File: src/mmd_pkg.sv
// Constants shared by the management register set and its helpers.
package mmd_pkg;

    localparam int ADDR_W = 8;
    localparam int DATA_W = 16;

    // Address layout: upper two bits pick the device space.
    localparam logic [1:0] SP_LOCAL = 2'h0;
    localparam logic [1:0] SP_PMA   = 2'h1;
    localparam logic [1:0] SP_AN    = 2'h2;
    localparam logic [1:0] SP_PCS   = 2'h3;

    localparam logic [5:0] OFF_CTRL     = 6'h00;
    localparam logic [5:0] OFF_STAT1    = 6'h01;
    localparam logic [5:0] OFF_DEVS     = 6'h05;
    localparam logic [5:0] OFF_STAT2    = 6'h08;
    localparam logic [5:0] OFF_LPI_CAP  = 6'h14;
    localparam logic [5:0] OFF_WAKE_ERR = 6'h16;
    localparam logic [5:0] OFF_LOC_ABIL = 6'h3c;
    localparam logic [5:0] OFF_LP_ABIL  = 6'h3d;
    localparam logic [5:0] OFF_IRQ_STAT = 6'h00;
    localparam logic [5:0] OFF_IRQ_MASK = 6'h01;

    // Field positions.
    localparam int SOFT_RST_BIT  = 15;
    localparam int XNP_CTRL_BIT  = 13;
    localparam int XNP_RES_BIT   = 7;
    localparam int TX_LH_BIT     = 11;
    localparam int RX_LH_BIT     = 10;
    localparam int TX_IND_BIT    = 9;
    localparam int RX_IND_BIT    = 8;
    localparam int LINK_BIT      = 2;
    localparam int GIG_ABIL_BIT  = 2;
    localparam int FAST_ABIL_BIT = 1;

    // Fixed read values and reset values.
    localparam logic [15:0] DEVS_VAL     = 16'h008b;
    localparam logic [15:0] LPI_CAP_VAL  = 16'h0006;
    localparam logic [1:0]  attach_space_responding = 2'h2;
    localparam logic [1:0]  coding_space_responding = 2'h2;
    localparam logic        XNP_CTRL_RST = 1'b1;
    localparam logic [15:0] ZERO_WORD    = 16'h0000;
    // Edges after release until the synchronised pins are loaded into the local abilities.
    localparam logic [1:0]  STRAP_WAIT   = 2'h3;

    // Interrupt sources: link lost, tx idle, rx idle, wake fault.
    localparam int IRQ_N        = 4;
    localparam int IRQ_LINK     = 0;
    localparam int IRQ_TX_LPI   = 1;
    localparam int IRQ_RX_LPI   = 2;
    localparam int IRQ_WAKE     = 3;
    localparam logic [3:0] IRQ_MASK_RST = 4'h0;

    // Recommended power-up reset hold and clock-before-release times.
    localparam int RST_HOLD_MS    = 100;
    localparam int CLK_SETTLE_MS  = 10;

endpackage

File: src/mmd_regs.sv
// Management register set for the attachment, coding and negotiation spaces.
`timescale 1ns/1ps

// Functional notes
// - Attachment soft reset resets all spaces except the local interrupt status and mask, self-clears
// - Coding soft reset resets all spaces except the local interrupt status and mask, self-clears
// - Negotiation soft reset resets all spaces except the local interrupt status and mask, self-clears
// - Devices-in-package reads bits 7,3,1,0 set
// - Space responding field always reads binary 10
// - Fault and extended ability bits read zero
// - Transmit idle seen flag latches until read
// - Receive idle seen flag latches until read
// - Idle indications show live state, unlatched
// - Link status latches low until read
// - Capability reports gigabit and fast idle
// - Sixteen-bit wake fault counter clears on read
// - Extended next page intent, default one, gated
// - Status bit 7 shows extended page result
// - Local abilities writable, loaded from straps
// - Partner abilities read-only, shown live from the negotiation inputs
module mmd_regs
(
    // Clock and reset
    input  wire logic                           clk_i,
    input  wire logic                           rst_i,
    // Register port
    input  wire logic [mmd_pkg::ADDR_W-1:0]     addr_i,
    input  wire logic [mmd_pkg::DATA_W-1:0]     wdata_i,
    input  wire logic                           we_i,
    input  wire logic                           re_i,
    output logic      [mmd_pkg::DATA_W-1:0]     rdata_o,
    // Coding sublayer status
    input  wire logic                           tx_lpi_i,
    input  wire logic                           rx_lpi_i,
    input  wire logic                           link_up_i,
    input  wire logic                           wake_fault_i,
    // Negotiation results
    input  wire logic                           legacy_np_i,
    input  wire logic                           xnp_result_i,
    input  wire logic [1:0]                     partner_low_power_adv_i,
    // Configuration pins
    input  wire logic                           strap_gig_lpi_i,
    input  wire logic                           strap_fast_lpi_i,
    // Controls to the core
    output logic                                soft_reset_o,
    output logic                                xnp_enable_o,
    output logic                                local_gigabit_low_power_adv_o,
    output logic                                local_fast_low_power_adv_o,
    output logic                                irq_o
);
    import mmd_pkg::*;

    ////////////////////////////////////////////////////////////////////////

    typedef enum logic [1:0]
    {
        RS_IDLE  = 2'b01,
        RS_CLEAR = 2'b10
    } rst_state_type;

    typedef struct packed
    {
        logic [DATA_W-1:0] rdata;
        rst_state_type     rst_state;
        logic              xnp_ctrl;
        logic              loc_gig;
        logic              loc_fast;
        logic              tx_lh;
        logic              rx_lh;
        logic              lnk_ll;
        logic              tx_prev;
        logic              rx_prev;
        logic              link_prev;
        logic [1:0]        strap_done;
        logic [IRQ_N-1:0]  irq_stat;
        logic [IRQ_N-1:0]  irq_mask;
    } regs_state_type;

    regs_state_type    s_r;
    regs_state_type    s_nxt;
    logic [1:0]        strap_sync;
    logic [DATA_W-1:0] wake_count;
    logic [DATA_W-1:0] rd_word;
    logic              wake_clear;
    logic              ctrl_hit;
    logic [IRQ_N-1:0]  irq_event;

    function automatic logic hit(input logic [ADDR_W-1:0] a,
                                 input logic [1:0]        sp,
                                 input logic [5:0]        off);
        hit = (a == {sp, off});
    endfunction

    ////////////////////////////////////////////////////////////////////////

    // Straps are pins, so they are synchronised before anything uses them.
    strap_sync #(.W(2)) u_strap_sync
    (
        .clk_i  (clk_i),
        .rst_i  (rst_i),
        .pin_i  ({strap_gig_lpi_i, strap_fast_lpi_i}),
        .sync_o (strap_sync)
    );

    assign wake_clear = (re_i && hit(addr_i, SP_PCS, OFF_WAKE_ERR))
                      || s_r.rst_state == RS_CLEAR;

    wake_err_counter #(.W(DATA_W)) u_wake_err_counter
    (
        .clk_i   (clk_i),
        .rst_i   (rst_i),
        .fault_i (wake_fault_i),
        .clear_i (wake_clear),
        .count_o (wake_count)
    );

    ////////////////////////////////////////////////////////////////////////

    assign ctrl_hit = we_i && wdata_i[SOFT_RST_BIT]
                    && (hit(addr_i, SP_PMA, OFF_CTRL)
                     || hit(addr_i, SP_PCS, OFF_CTRL)
                     || hit(addr_i, SP_AN, OFF_CTRL));

    assign irq_event[IRQ_LINK]   = s_r.link_prev && !link_up_i;
    assign irq_event[IRQ_TX_LPI] = tx_lpi_i && !s_r.tx_prev;
    assign irq_event[IRQ_RX_LPI] = rx_lpi_i && !s_r.rx_prev;
    assign irq_event[IRQ_WAKE]   = wake_fault_i;

    // Read mux; unmapped addresses and reserved bits read zero.
    always_comb
    begin
        logic busy;
        busy    = (s_r.rst_state == RS_CLEAR);
        rd_word = ZERO_WORD;
        case (addr_i)
            {SP_PMA, OFF_CTRL}, {SP_PCS, OFF_CTRL}:
            begin
                rd_word[SOFT_RST_BIT] = busy;
            end
            {SP_AN, OFF_CTRL}:
            begin
                rd_word[SOFT_RST_BIT] = busy;
                rd_word[XNP_CTRL_BIT] = s_r.xnp_ctrl;
            end
            {SP_PMA, OFF_DEVS}, {SP_PCS, OFF_DEVS}, {SP_AN, OFF_DEVS}:
            begin
                rd_word = DEVS_VAL;
            end
            {SP_PMA, OFF_STAT2}:
            begin
                rd_word[15:14] = attach_space_responding;
            end
            {SP_PCS, OFF_STAT2}:
            begin
                rd_word[15:14] = coding_space_responding;
            end
            {SP_PCS, OFF_STAT1}:
            begin
                rd_word[TX_LH_BIT]  = s_r.tx_lh;
                rd_word[RX_LH_BIT]  = s_r.rx_lh;
                rd_word[TX_IND_BIT] = tx_lpi_i;
                rd_word[RX_IND_BIT] = rx_lpi_i;
                rd_word[LINK_BIT]   = s_r.lnk_ll;
            end
            {SP_PCS, OFF_LPI_CAP}:
            begin
                rd_word = LPI_CAP_VAL;
            end
            {SP_PCS, OFF_WAKE_ERR}:
            begin
                rd_word = wake_count;
            end
            {SP_AN, OFF_STAT1}:
            begin
                rd_word[XNP_RES_BIT] = xnp_result_i;
            end
            {SP_AN, OFF_LOC_ABIL}:
            begin
                rd_word[GIG_ABIL_BIT]  = s_r.loc_gig;
                rd_word[FAST_ABIL_BIT] = s_r.loc_fast;
            end
            {SP_AN, OFF_LP_ABIL}:
            begin
                rd_word[GIG_ABIL_BIT]  = partner_low_power_adv_i[1];
                rd_word[FAST_ABIL_BIT] = partner_low_power_adv_i[0];
            end
            {SP_LOCAL, OFF_IRQ_STAT}:
            begin
                rd_word[IRQ_N-1:0] = s_r.irq_stat;
            end
            {SP_LOCAL, OFF_IRQ_MASK}:
            begin
                rd_word[IRQ_N-1:0] = s_r.irq_mask;
            end
            default:
            begin
                rd_word = ZERO_WORD;
            end
        endcase
    end

    ////////////////////////////////////////////////////////////////////////

    always_comb
    begin
        logic st1_rd;
        st1_rd        = re_i && hit(addr_i, SP_PCS, OFF_STAT1);
        s_nxt         = s_r;
        s_nxt.rdata   = re_i ? rd_word : ZERO_WORD;
        s_nxt.tx_prev = tx_lpi_i;
        s_nxt.rx_prev = rx_lpi_i;
        s_nxt.link_prev = link_up_i;

        s_nxt.tx_lh = (s_r.tx_lh && !st1_rd) || tx_lpi_i;
        s_nxt.rx_lh = (s_r.rx_lh && !st1_rd) || rx_lpi_i;
        s_nxt.lnk_ll = st1_rd ? link_up_i : (s_r.lnk_ll && link_up_i);

        // Sticky status: a new event wins over a write-one clear.
        s_nxt.irq_stat = s_r.irq_stat | irq_event;
        if (we_i && hit(addr_i, SP_LOCAL, OFF_IRQ_STAT))
        begin
            s_nxt.irq_stat = (s_r.irq_stat & ~wdata_i[IRQ_N-1:0])
                           | irq_event;
        end
        if (we_i && hit(addr_i, SP_LOCAL, OFF_IRQ_MASK))
        begin
            s_nxt.irq_mask = wdata_i[IRQ_N-1:0];
        end

        // power-on load from straps
        // The synchroniser is cleared by reset too, so keep loading until
        // the pins have passed both stages.
        if (s_r.strap_done != STRAP_WAIT)
        begin
            s_nxt.strap_done = s_r.strap_done + 2'h1;
            s_nxt.loc_gig    = strap_sync[1];
            s_nxt.loc_fast   = strap_sync[0];
        end
        else if (we_i && hit(addr_i, SP_AN, OFF_LOC_ABIL))
        begin
            s_nxt.loc_gig  = wdata_i[GIG_ABIL_BIT];
            s_nxt.loc_fast = wdata_i[FAST_ABIL_BIT];
        end

        if (we_i && hit(addr_i, SP_AN, OFF_CTRL))
        begin
            s_nxt.xnp_ctrl = wdata_i[XNP_CTRL_BIT];
        end

        case (s_r.rst_state)
            RS_IDLE:
            begin
                if (ctrl_hit)
                begin
                    s_nxt.rst_state = RS_CLEAR;
                end
            end
            RS_CLEAR:
            begin
                s_nxt.rst_state = RS_IDLE;
                s_nxt.xnp_ctrl  = XNP_CTRL_RST;
                s_nxt.tx_lh     = 1'b0;
                s_nxt.rx_lh     = 1'b0;
                s_nxt.lnk_ll    = 1'b0;
                s_nxt.loc_gig   = strap_sync[1];
                s_nxt.loc_fast  = strap_sync[0];
            end
            default:
            begin
                s_nxt.rst_state = RS_IDLE;
            end
        endcase
    end

    always_ff @(posedge clk_i)
    begin
        if (rst_i)
        begin
            s_r            <= '0;
            s_r.rst_state  <= RS_IDLE;
            s_r.xnp_ctrl   <= XNP_CTRL_RST;
            s_r.irq_mask   <= IRQ_MASK_RST;
        end
        else
        begin
            s_r <= s_nxt;
        end
    end

    ////////////////////////////////////////////////////////////////////////

    assign rdata_o      = s_r.rdata;
    assign soft_reset_o = (s_r.rst_state == RS_CLEAR);
    assign xnp_enable_o = s_r.xnp_ctrl && legacy_np_i;
    assign local_gigabit_low_power_adv_o = s_r.loc_gig;
    assign local_fast_low_power_adv_o    = s_r.loc_fast;
    assign irq_o = |(s_r.irq_stat & s_r.irq_mask);
endmodule

File: src/strap_sync.sv
// Two-stage synchroniser for the power-on configuration pins.
`timescale 1ns/1ps

module strap_sync
#(
    parameter int W = 2
)
(
    // Clock and reset
    input  wire logic         clk_i,
    input  wire logic         rst_i,
    // Pins and synchronised copy
    input  wire logic [W-1:0] pin_i,
    output logic      [W-1:0] sync_o
);
    typedef struct packed
    {
        logic [W-1:0] meta;
        logic [W-1:0] stable;
    } sync_state_type;

    sync_state_type s_r;
    sync_state_type s_nxt;

    always_comb
    begin
        s_nxt.meta   = pin_i;
        s_nxt.stable = s_r.meta;
    end

    always_ff @(posedge clk_i)
    begin
        if (rst_i)
        begin
            s_r <= '0;
        end
        else
        begin
            s_r <= s_nxt;
        end
    end

    assign sync_o = s_r.stable;
endmodule

File: src/wake_err_counter.sv
// Saturating wake fault counter that clears when it is read.
`timescale 1ns/1ps

module wake_err_counter
#(
    parameter int W = 16
)
(
    // Clock and reset
    input  wire logic         clk_i,
    input  wire logic         rst_i,
    // Events and clear
    input  wire logic         fault_i,
    input  wire logic         clear_i,
    output logic      [W-1:0] count_o
);
    typedef struct packed
    {
        logic [W-1:0] cnt;
    } wake_state_type;

    wake_state_type s_r;
    wake_state_type s_nxt;

    // A fault in the clearing cycle counts as one, so none is lost.
    always_comb
    begin
        s_nxt = s_r;
        if (clear_i)
        begin
            s_nxt.cnt = fault_i ? W'(1) : '0;
        end
        else if (fault_i && s_r.cnt != '1)
        begin
            s_nxt.cnt = s_r.cnt + W'(1);
        end
    end

    always_ff @(posedge clk_i)
    begin
        if (rst_i)
        begin
            s_r <= '0;
        end
        else
        begin
            s_r <= s_nxt;
        end
    end

    assign count_o = s_r.cnt;
endmodule

File: config.mk
export PLATFORM = sky130hd
export DESIGN_NAME = mmd_regs
export DESIGN_NICKNAME = d
export VERILOG_FILES = /design/src/mmd_pkg.sv /design/src/mmd_regs.sv /design/src/strap_sync.sv /design/src/wake_err_counter.sv
export SDC_FILE = /design/constraint.sdc
export NUM_CORES = 1
export LEC_CHECK = 0
export BUFFER_PORTS_ARGS = -buffer_cell sky130_fd_sc_hd__buf_2
export CAP_MARGIN = 15
export CORE_AREA = 2 2 77 79
export CTS_BUF_LIST = sky130_fd_sc_hd__clkbuf_8
export DETAILED_ROUTE_END_ITERATION = 10
export DIE_AREA = 0 0 79 81
export PLACE_DENSITY_LB_ADDON = 0.2
export SLEW_MARGIN = 40
export SYNTH_ARGS = -nofsm -noshare
export SYNTH_HDL_FRONTEND = slang
export SYNTH_SLANG_ARGS = --single-unit
File: constraint.sdc
create_clock -name clk_i -period 2.3 [get_ports clk_i]
set_input_delay 0.23 -clock clk_i [delete_from_list [all_inputs] [get_ports clk_i]]
set_output_delay 0.23 -clock clk_i [all_outputs]
set_load 0.01 [all_outputs]
# Word-level counts from Yosys, hierarchy flattened
# Cells that the tools add are included.
[word_totals] wordCells=100 inputBits=38 regBits=57 output_inout_bits=21
[op_classes] mux=16 n_eq_ne=19 n_reduce_logical=37 bitwise_logic=8 addsub=2
[ops] cell="$eq 8x8->1 const B" n=11
[ops] cell="$mux 16" n=2
[ops] cell="$eq 8x7->1 const B" n=3
[ops] cell="$add 16x1->16 const B" n=1
[ops] cell="$logic_and 1x1->1" n=16
[ops] cell="$ne 16x16->1 const B" n=1
[ops] cell="$reduce_or 3->1" n=3
[ops] cell="$and 4x4->4" n=2
[ops] cell="$eq 8x1->1 const B" n=1
[ops] cell="$logic_not 8->1" n=1
[ops] cell="$or 4x4->4" n=2
[ops] cell="$pmux 1 s4" n=2
[ops] cell="$pmux 4 s2" n=1
[ops] cell="$reduce_or 2->1" n=4
[ops] cell="$reduce_or 4->1" n=2
[ops] cell="$pmux 1 s7" n=1
[ops] cell="$pmux 1 s3" n=2
[ops] cell="$pmux 1 s6" n=1
[ops] cell="$logic_or 1x1->1" n=5
[ops] cell="$mux 5" n=1
[ops] cell="$logic_not 1->1" n=4
[ops] cell="$mux 2" n=2
[ops] cell="$mux 4" n=1
[ops] cell="$not 4->4" n=1
[ops] cell="9 further kinds" n=12

# Longest topological paths before layout
# Gate-level depths: netlist of the first run.
[logic_depth] ltp_word=6 ltp_mapped=7

# Modules after synthesis
# A second synthesis of the first run with hierarchy kept.
[unflattened] cells_unflattened=295 hier_area_um2=2658.8
[by_module_without_submodules] module="mmd_regs" cells_per_inst=188 area_per_inst_um2=1712.9 instances=1 seq_area_each_um2=740.7
[by_module_without_submodules] module="wake_err_counter" cells_per_inst=99 area_per_inst_um2=840.8 instances=1 seq_area_each_um2=320.3
[by_module_without_submodules] module="strap_sync" cells_per_inst=8 area_per_inst_um2=105.1 instances=1 seq_area_each_um2=80.1

# Worst setup path after synthesis of the first run
# No wires, ideal clock.
[synth_path] kind="register to register" from="reg u_wake_err_counter.s_r (netlist bit u_wake_err_counter.count_o[0])" to="reg u_wake_err_counter.s_r (netlist bit u_wake_err_counter.count_o[10])" stages_incl_launch_ff=6 setup_ns=0.070 period_less_slack_ns=1.731 path_slack_ns=0.569 arrival_ns=1.661 required_ns=2.230 cell_sequence="dfxtp_1 ha_1 nand4_1 or3_1 or4_1 a21oi_1"
[synth_between] elab_chain_cells=3
[synth_rtl] element="start: declaration" line="wake_err_counter.sv:22" rtl="wake_state_type s_r;"
[synth_rtl] element="start signal: assignment" line="wake_err_counter.sv:47" rtl="s_r <= s_nxt;"
[synth_rtl] element="$add 16x1->16 / $ne 16x16->1 (equally long branches)" line="wake_err_counter.sv:35, wake_err_counter.sv:33"
[synth_rtl] element="$mux 16 / $logic_and 1x1->1 (equally long branches)" line="wake_err_counter.sv:33" rtl="else if (fault_i && s_r.cnt != '1)"
[synth_rtl] element="$mux 16 / $reduce_bool 2->1 (equally long branches)"
# Parallel ways exist; a longest one is shown, timed or not. The select of a mux whose other input is x is not followed.
# A chain may end at the register's enable or synchronous reset.

# Worst setup path after layout of the first run
[layout_path] from="reg u_wake_err_counter.s_r (netlist bit u_wake_err_counter.count_o[1])" to="reg u_wake_err_counter.s_r (netlist bit u_wake_err_counter.count_o[10])"
# Same word-level chain as after synthesis.

==> reports/metrics.csv, run 1 <==
metric;value;unit
outcome;finished clean;
diodes;0;
wl_per_cell;15.0;um
synthDistinctLibCells;51;
vias;2422;
crit_fanout;6;
syn_to_final_growth;16.6;%
drt-initial-drc-count;204;
powerDensity;696;nW/um^2
grt-ovfl-total;0;
drive_above_1_share;0.235;
antenna_found_initial;0;
period_share;0.837;
avgSynthCellArea;8.83;um^2
required;2.57;ns
grt_pass1_wl;10600;um
report.final.slew_viol_count;0;
final_antenna_net_count;0;
clock_skew;0.00464;ns
leakagePower;1.30;nW
synth-seq-cells;57;
grt_usage;0.217;
clockBufferDepth;2;
initial_utilization;0.481;
intPower;1.69;mW
worst_pin_slew;0.778;ns
max_freq;0.520;GHz
drt-total-wl;6490;um
dr.pass1.iters;4;
slew_headroom;0.474;
io_pins;59;
max_cap_violations;0;
critical_path_class;flop to flop;
setup_viol;0;
clkTransAtPathRegs;0.07;ns
setup_tns;0;ns
die_x;79;um
syn_inst;309;
switching_share;0.235;
hold_class;input port to flop;
finalHoldViolations;0;
cts_tree;done;
synth_edf_count;0;
yosysWarningCount;0;
dieHeight;81;um
peakVddDrop;0.000522;V
syn_nets;349;
hpwl;4790;um
seq_power_share;0.467;
placed_cell_area;2970;um^2
portBuffers;48;
ys_seq_area_frac;0.418;
root_buffer;clkbuf_8;
crit_path_start_kind;flop;
num-nets-final;392;
grt_max_degree;18;
worstSkewPairLatency;0.33;ns
fin_crit;1.92;ns
coreArea;5680;um^2
h-tree-depth;3;
dieArea;6400;um^2
cts_setup_buffers;0;
fin_area;3180;um^2
cp-end-kind;flop;
grt_pass1_vias;2217;
power.switching;0.520;mW
crit_arrival;2.19;ns
hold_buffers;0;
power.share.clock;0.453;
numCtsBuffers;9;
async_flop_share;0;
drc;0;
core.rowCount;28;
avgViaCountPerCell;5.61;
synth_area;2730;um^2
clock_sinks;57;
rsz0062_at_grt;no;
place_congestion;0.938;
cts-resized-gates;0;
synthFlopType;dfxtp_1;
power_frac_comb;0.080;
through the flow:
step,cells,total power [mW],hold slack (ns),utilization,worst slack [ns]
floorplan,309,1.16,0.346,-,0.569
global placement,416,1.23,0.421,0.523,0.408
detailed placement,416,1.23,0.430,0.523,0.377
CTS,432,2.23,0.103,0.560,0.382
global route,432,2.30,0.124,0.560,0.233
finish,432,2.21,0.111,0.560,0.375
worst max-delay path: stages (launching register included):
cell and delay, ns:
dfxtp_1 0.41, ha_1 0.29, nand4_1 0.16, or3_1 0.43, or4_1 0.42, a21oi_1 0.14
metal layers:
metal  up-vias  global-route usage  part of all wire
li1       1206                   -                 -
met1      1119               0.288              0.46
met2        86               0.339              0.45
met3        11              0.0456             0.069
met4         0               0.103             0.021
met5         -                   0                 0
layout by cell type (no fill, tap or decap), drive strengths merged, types with 7 or more instances in the layout:
master | netlist | routed
buf | 21 | 58
dfxtp | 57 | 57
a21oi | 23 | 23
inv | 19 | 20
nand2 | 17 | 17
nor2 | 17 | 17
nand3 | 14 | 14
nor3 | 11 | 11
mux2i | 11 | 11
o31ai | 11 | 11
nor2b | 9 | 9
or4 | 9 | 9
clkbuf | 5 | 9
nand2b | 8 | 8
o21ai | 8 | 8
or3 | 7 | 7
a22o | 7 | 7
nor4 | 7 | 7
worst paths after layout:
path,startpoint,to,slack [ns],cells past startpoint
worst max-delay path,u_wake_err_counter.count_o[1]$_SDFFE_PP0P_,u_wake_err_counter.count_o[10]$_SDFFE_PP0P_,0.38,5
worst min-delay path,strap_fast_lpi_i,u_strap_sync.s_nxt[0]$_SDFF_PP0_,0.11,2
worst max register to register,u_wake_err_counter.count_o[1]$_SDFFE_PP0P_,u_wake_err_counter.count_o[10]$_SDFFE_PP0P_,0.38,5
worst min register to register,u_strap_sync.s_nxt[0]$_SDFF_PP0_,u_strap_sync.sync_o[0]$_SDFF_PP0_,0.44,1
logic make-up (layout without fill, tap and decap cells):
group / count (synthesis) / in the layout / share of synthesized area
AND/OR/NAND/NOR: 128 / 128 / 0.283
AO/OA/AOI/OAI: 65 / 65 / 0.159
flip-flops: 57 / 57 / 0.418
buffers and inverters: 45 / 93 / 0.0876
multiplexers: 11 / 11 / 0.0404
adder cells (fa/ha/maj): 2 / 2 / 0.00917
XOR/XNOR: 1 / 1 / 0.00321
power by group through the flow:
stage	combinational, mW	clock [mW]	sequential (mW)
global placement	0.172	0	1.05
finish	0.177	1.00	1.03
detailed placement	0.175	0	1.05
floorplan	0.105	0	1.05
global route	0.201	1.07	1.04
CTS	0.176	1.02	1.03
sequential cells by signal (all words and copies together) (netlist names):
signal,cells
local_gigabit_low_power_adv_o,1
s_r,19
u_strap_sync.sync_o,2
u_wake_err_counter.count_o,16
rdata_o,16
u_strap_sync.s_nxt,2
local_fast_low_power_adv_o,1
layout make-up:
class	instances	area, um^2
clock buffer	9	124
sequential	57	1140
fill	526	2500
inverter	19	71.3
multi-input combinational	207	1350
clock inverter	7	86.3
timing repair buffer	58	315
tap	75	93.8
synthesized netlist by cell type (2+ instances only):
library cell,number,area share
nor2b_1,9,0.021
nand2b_1,8,0.018
nand2_1,17,0.023
ha_1,2,0.0092
nor2_1,17,0.023
nand4_1,5,0.011
a31oi_1,3,0.0069
o21ai_0,8,0.015
nor4_2,2,0.0092
nor4_1,5,0.011
buf_2,4,0.0073
or2_2,2,0.0046
and2_1,5,0.011
buf_4,17,0.047
o31ai_1,11,0.030
nor4bb_1,2,0.0073
clkbuf_1,4,0.0055
dfxtp_1,57,0.42
and4_1,2,0.0064
or3_1,7,0.016
o41ai_1,2,0.0064
and3_1,4,0.0092
or4_1,9,0.025
a21oi_1,23,0.042
a22o_1,7,0.022
nor3_1,11,0.020
mux2i_1,11,0.040
inv_1,19,0.026
nand3_1,13,0.024
a22oi_1,2,0.0055
Power figures use the tool's default switching activity.
==> run 2: changes to the inputs <==
clock period = 1.59 ns   (was 2.3 ns; I/O delays follow)
==> run 2 against run 1 <==
  * The run now ends with negative setup slack left
  * Wire length up 6.5%
  * Sequential power up 45%
  * Clock skew up 0.0049 ns
  * Non-clock buffer count up 32
  * Die area unchanged
  * Via count up 7.3%
==> reports/metrics.csv, run 2 (synthesized netlist as in run 1, its figures left out) <==
metric;value;unit;change
outcome;finished, violations left;;
violations;negative setup slack;;
grt_usage;0.225;;+0.00787
crit_path_start_kind;flop;;
h-tree-depth;3;;unchanged
grt_pass1_wl;11100;um;+4.9%
dr.pass1.iters;5;;+1
multi_input_area;1430;um^2;+5.8%
drive_above_1_share;0.334;;+0.0989
rsz0062_at_grt;yes;;
reg2reg_slack;-0.07;ns;-0.44 ns
largest_reg_flops;19;;unchanged
worstPathCellList;ha_4 > nand4_1 > or3_4 > or4_1 > a21oi_1;;
rr_startpoint;u_wake_err_counter.count_o[1]$_SDFFE_PP0P_;;
avgViaCountPerCell;5.60;;-0.13%
period_share;1.04;;+0.205
drt-total-wl;6910;um;+6.5%
hold_class;input port to flop;;
powerDensity;942;nW/um^2;+35%
numCtsBuffers;9;;unchanged
final_common_cell;dfxtp_1;;
fin_crit;1.66;ns;-0.268 ns
initial_utilization;0.481;;unchanged
report.final.slew_viol_count;0;;unchanged
worst_pin_slew;0.424;ns;-0.355 ns
setup.worst_path.end;u_wake_err_counter.count_o[12]$_SDFFE_PP0P_;;
whs;0.0531;ns;-0.0581 ns
leakagePower;1.51;nW;+16%
largest_register;s_r;;
power.total;3.33;mW;+50%
critical_path_class;flop to flop;;
clkTransAtPathRegs;0.07;ns;about the same
io_pins;59;;unchanged
worstRegToRegCells;5;;unchanged
dieArea;6400;um^2;unchanged
worstSkewPairLatency;0.34;ns;about the same
crit_arrival;1.92;ns;-0.27 ns
diodes;0;;unchanged
drt-initial-drc-count;205;;+0.49%
hpwl;5080;um;+6.1%
peakVddDrop;0.000676;V;+30%
crit_slowest_cell;or4_1;;
cts_tree;done;;
num-nets-final;424;;+8.2%
clockBufferDepth;2;;unchanged
wl_per_cell;14.9;um;-0.86%
setup_ws;-0.0664;ns;-0.442 ns
grt_pass1_vias;2375;;+7.1%
vias;2598;;+7.3%
grt-ovfl-total;0;;unchanged
nFillCells;529;;+0.57%
dp_slack;-0.0480;ns;-0.425 ns
r2r-end;u_wake_err_counter.count_o[12]$_SDFFE_PP0P_;;
portBuffers;48;;unchanged
slew_headroom;0.714;;+0.240
clock_sinks;57;;unchanged
finalHoldViolations;0;;unchanged
place_congestion;0.915;;-2.5%
root_buffer;clkbuf_8;;
core.rowCount;28;;unchanged
final_antenna_net_count;0;;unchanged
clock_skew;0.00955;ns;+0.00492 ns
startpoint;u_wake_err_counter.count_o[1]$_SDFFE_PP0P_;;
setup_viol;4;;+4
crit_fanout;6;;unchanged
regArea;1150;um^2;+0.44%
coreArea;5680;um^2;unchanged
dieHeight;81;um;unchanged
place_inst;447;;+7.5%
cp-end-kind;flop;;
max_stage_delay;0.41;ns;-0.02 ns
max_cap_violations;0;;unchanged
syn_to_final_growth;29.5;%;
grt_max_degree;16;;-2
required;1.85;ns;-0.72 ns
max_freq;0.604;GHz;+16%
drc;0;;unchanged
die_x;79;um;unchanged
layout_common_cells;53 x dfxtp_1, 48 x buf_2, 41 x buf_4;;
antenna_found_initial;0;;unchanged
stdcell_count;464;;+7.4%
==> run 2: cell types whose count changed in the layout (fill, tap and decap cells not counted), sizes merged <==
cell    before  now
inv         20   19
clkinv       3    2
clkbuf       9   11
buf         58   90
==> run 2: area by class of cell <==
| class | count | area share |
|---|---|---|
| Inverter | 19 | 0.0202 |
| Timing Repair Buffer | 90 | 0.161 |
| Clock buffer | 11 | 0.0428 |
| Tap cell | 75 | 0.0266 |
| Sequential cell | 57 | 0.324 |
| Multi-Input combinational cell | 207 | 0.403 |
| Clock inverter | 5 | 0.0220 |
==> run 2: metrics by stage <==
step,instance area [um^2],setup TNS [ns],utilization
after floorplan,2750,-0.00439,-
after global placement,3230,-0.0491,0.570
after detailed placement,3230,-0.127,0.570
after CTS,3490,-0.0621,0.615
after global routing,3530,-0.539,0.623
final,3530,-0.185,0.623
==> run 2: critical path: cells and delay by family, from the launching register on <==
kind	cells	cell delay, ns
compound gates	1	0.14
fa+ha+maj	1	0.14
flops	1	0.35
simple gates	3	0.96
==> run 2: worst min path at each step <==
stage                           from                          endpoint  slack (ns)  cells past startpoint
CTS                      wdata_i[13]              s_r[18]$_SDFFE_PP1P_        0.05                      3
floorplan                  link_up_i                s_r[13]$_SDFF_PP0_        0.28                      2
finish              strap_fast_lpi_i  u_strap_sync.s_nxt[0]$_SDFF_PP0_        0.05                      2
detailed placement       wdata_i[13]              s_r[18]$_SDFFE_PP1P_        0.39                      3
global route         strap_gig_lpi_i  u_strap_sync.s_nxt[1]$_SDFF_PP0_        0.05                      2
global placement     strap_gig_lpi_i  u_strap_sync.s_nxt[1]$_SDFF_PP0_        0.37                      2
==> run 2: metal layers <==
| metal | up-vias | track usage | part of all wire | routed length [um] |
|---|---|---|---|---|
| met3 | 15 | 0.0511 | 0.062 | 428 |
| met5 | - | 0 | 0 | 0 |
| met2 | 100 | 0.347 | 0.45 | 3110 |
| met1 | 1212 | 0.300 | 0.46 | 3180 |
| met4 | 0 | 0.105 | 0.027 | 189 |
| li1 | 1271 | - | - | - |
==> run 2: timing repair <==
item	CTS	global route
buffers inserted	1	1
gates resized for setup	3	11
hold buffers	0	0
pin swaps	4	3
endpoints found under the setup margin	9	10
==> run 2: report_power, final <==
part | internal (mW) | total, mW | switching, mW
clock | 0.962 | 1.53 | 0.573
sequential | 1.47 | 1.49 | 0.0234
combinational | 0.140 | 0.299 | 0.159
==> run 3: changes to the inputs <==
CORE_AREA = 2 2 78 80   (was 2 2 77 79)
CTS_BUF_LIST = sky130_fd_sc_hd__clkbuf_4 sky130_fd_sc_hd__clkbuf_8 sky130_fd_sc_hd__clkbuf_16   (was sky130_fd_sc_hd__clkbuf_8)
DIE_AREA = 0 0 80 82   (was 0 0 79 81)
RECOVER_POWER = 25   (was not set)
==> run 3 against run 2 <==
  * The run still ends with negative setup slack left
  * Power down 0.45%
  * Sequential share of layout area rose by 0.12 points
  * Clock skew grew 0.0039 ns
  * Critical path type unchanged
  * Critical endpoint unchanged
==> reports/metrics.csv, run 3 (synthesized netlist as in run 1, its figures left out) <==
metric;value;unit;change
outcome;finished, violations left;;
violations;negative setup slack;;
max_freq;0.605;GHz;+0.27%
syn_to_final_growth;29.8;%;
drive_above_1_share;0.342;;+0.00765
h-tree-depth;3;;unchanged
cp_top_family;simple AND/OR/NAND/NOR gates;;
num-nets-final;427;;+0.71%
avgViaCountPerCell;5.46;;-2.4%
cp-end-kind;flop;;
fin_crit;1.65;ns;-0.00452 ns
fin_area;3540;um^2;+0.18%
cts_tree;done;;
whs;0.0182;ns;-0.0349 ns
place_inst;450;;+0.67%
crit_buf_inv;0;;unchanged
multi_input_area;1430;um^2;+0.61%
stdcell_count;467;;+0.65%
place_congestion;0.822;;-10%
required;1.86;ns;about the same
core.rowCount;28;;unchanged
regArea;1150;um^2;+0.55%
grt_max_degree;19;;+3
clockBufferDepth;2;;unchanged
initial_utilization;0.475;;-0.00586
grt-ovfl-total;0;;unchanged
coreArea;5750;um^2;+1.2%
portBuffers;48;;unchanged
hpwl;5040;um;-0.89%
drt-total-wl;6740;um;-2.5%
utilization;0.616;;-0.00650
final_antenna_net_count;0;;unchanged
dieHeight;82;um;+1.2%
crit_slowest_cell;or4_4;;
layout_common_cells;48 x dfxtp_1, 43 x buf_4, 41 x buf_2;;
max_stage_delay;0.43;ns;+0.02 ns
slew_headroom;0.506;;-0.207
io_pins;59;;unchanged
grt_usage;0.215;;-0.00985
largest_register;s_r;;
setup_tns;-0.113;ns;+0.0721 ns
crit_path_start_kind;flop;;
grt_pass1_vias;2252;;-5.2%
placed_cell_area;3240;um^2;+0.31%
hold_class;input port to flop;;
leakagePower;1.47;nW;-2.9%
worstSkewPairLatency;0.35;ns;about the same
diodes;0;;unchanged
grt_pass1_wl;10600;um;-4.3%
root_buffer;clkbuf_8;;
report.final.slew_viol_count;0;;unchanged
dieArea;6560;um^2;+2.5%
worst_pin_slew;0.741;ns;+0.317 ns
wl_per_cell;14.4;um;-3.1%
clkTransAtPathRegs;0.08;ns;about the same
dr.pass1.iters;4;;-1
largest_reg_flops;19;;unchanged
crit_arrival;1.92;ns;about the same
drt-initial-drc-count;131;;-36%
hold_buffers;0;;unchanged
numCtsBuffers;9;;unchanged
crit_fanout;5;;-1
drc;0;;unchanged
period_share;1.04;;-0.00284
setup_viol;2;;-2
antenna_found_initial;0;;unchanged
nFillCells;508;;-4.0%
critical_path_class;flop to flop;;
max_cap_violations;0;;unchanged
clock_sinks;57;;unchanged
setup_ws;-0.0619;ns;+0.00452 ns
finalHoldViolations;0;;unchanged
dp_slack;-0.0621;ns;-0.0141 ns
rsz0062_at_grt;yes;;
power.total;3.31;mW;-0.45%
clock_skew;0.0135;ns;+0.00392 ns
worstPathCellList;ha_4 > nand4_1 > or3_4 > or4_4 > a21oi_2;;
peakVddDrop;0.000673;V;-0.43%
die_x;80;um;+1.3%
final_common_cell;dfxtp_1;;
powerDensity;936;nW/um^2;-0.63%
vias;2551;;-1.8%
[run 3: worst paths after layout]
kind / slack, ns / end / cells past startpoint / from
setup reg to reg: -0.06 / u_wake_err_counter.count_o[12]$_SDFFE_PP0P_ / 5 / u_wake_err_counter.count_o[1]$_SDFFE_PP0P_
setup / recovery: -0.06 / u_wake_err_counter.count_o[12]$_SDFFE_PP0P_ / 5 / u_wake_err_counter.count_o[1]$_SDFFE_PP0P_
hold reg to reg: 0.44 / s_r[13]$_SDFF_PP0_ / 2 / s_r[13]$_SDFF_PP0_
hold / removal: 0.02 / u_strap_sync.s_nxt[1]$_SDFF_PP0_ / 2 / strap_gig_lpi_i
[run 3: final cells by class]
type,count,area share
clock buffers,9,0.0350
clock inverters,7,0.0290
inverters,19,0.0201
multi-input cells,207,0.405
flip-flops and latches,57,0.326
well taps,75,0.0265
repair buffers,93,0.159
[run 3: per-layer routing]
layer	GRT usage	vias up	wire length, um
met2	0.314	74	2900
li1	-	1285	-
met3	0.0451	21	425
met4	0.132	0	258
met1	0.290	1171	3150
met5	0	-	0
[run 3: timing repair]
item                                   4_1_cts  5_1_grt
endpoints found under the hold margin        0        0
resized for setup                            5       19
setup endpoints to repair                    6       10
buffers inserted                             1        0
pin swaps                                    4        2
[run 3: report_power, final]
part | leakage, nW | switching [mW] | internal (mW)
clock network | 0.110 | 0.634 | 0.897
logic | 0.889 | 0.154 | 0.133
registers | 0.468 | 0.0242 | 1.47
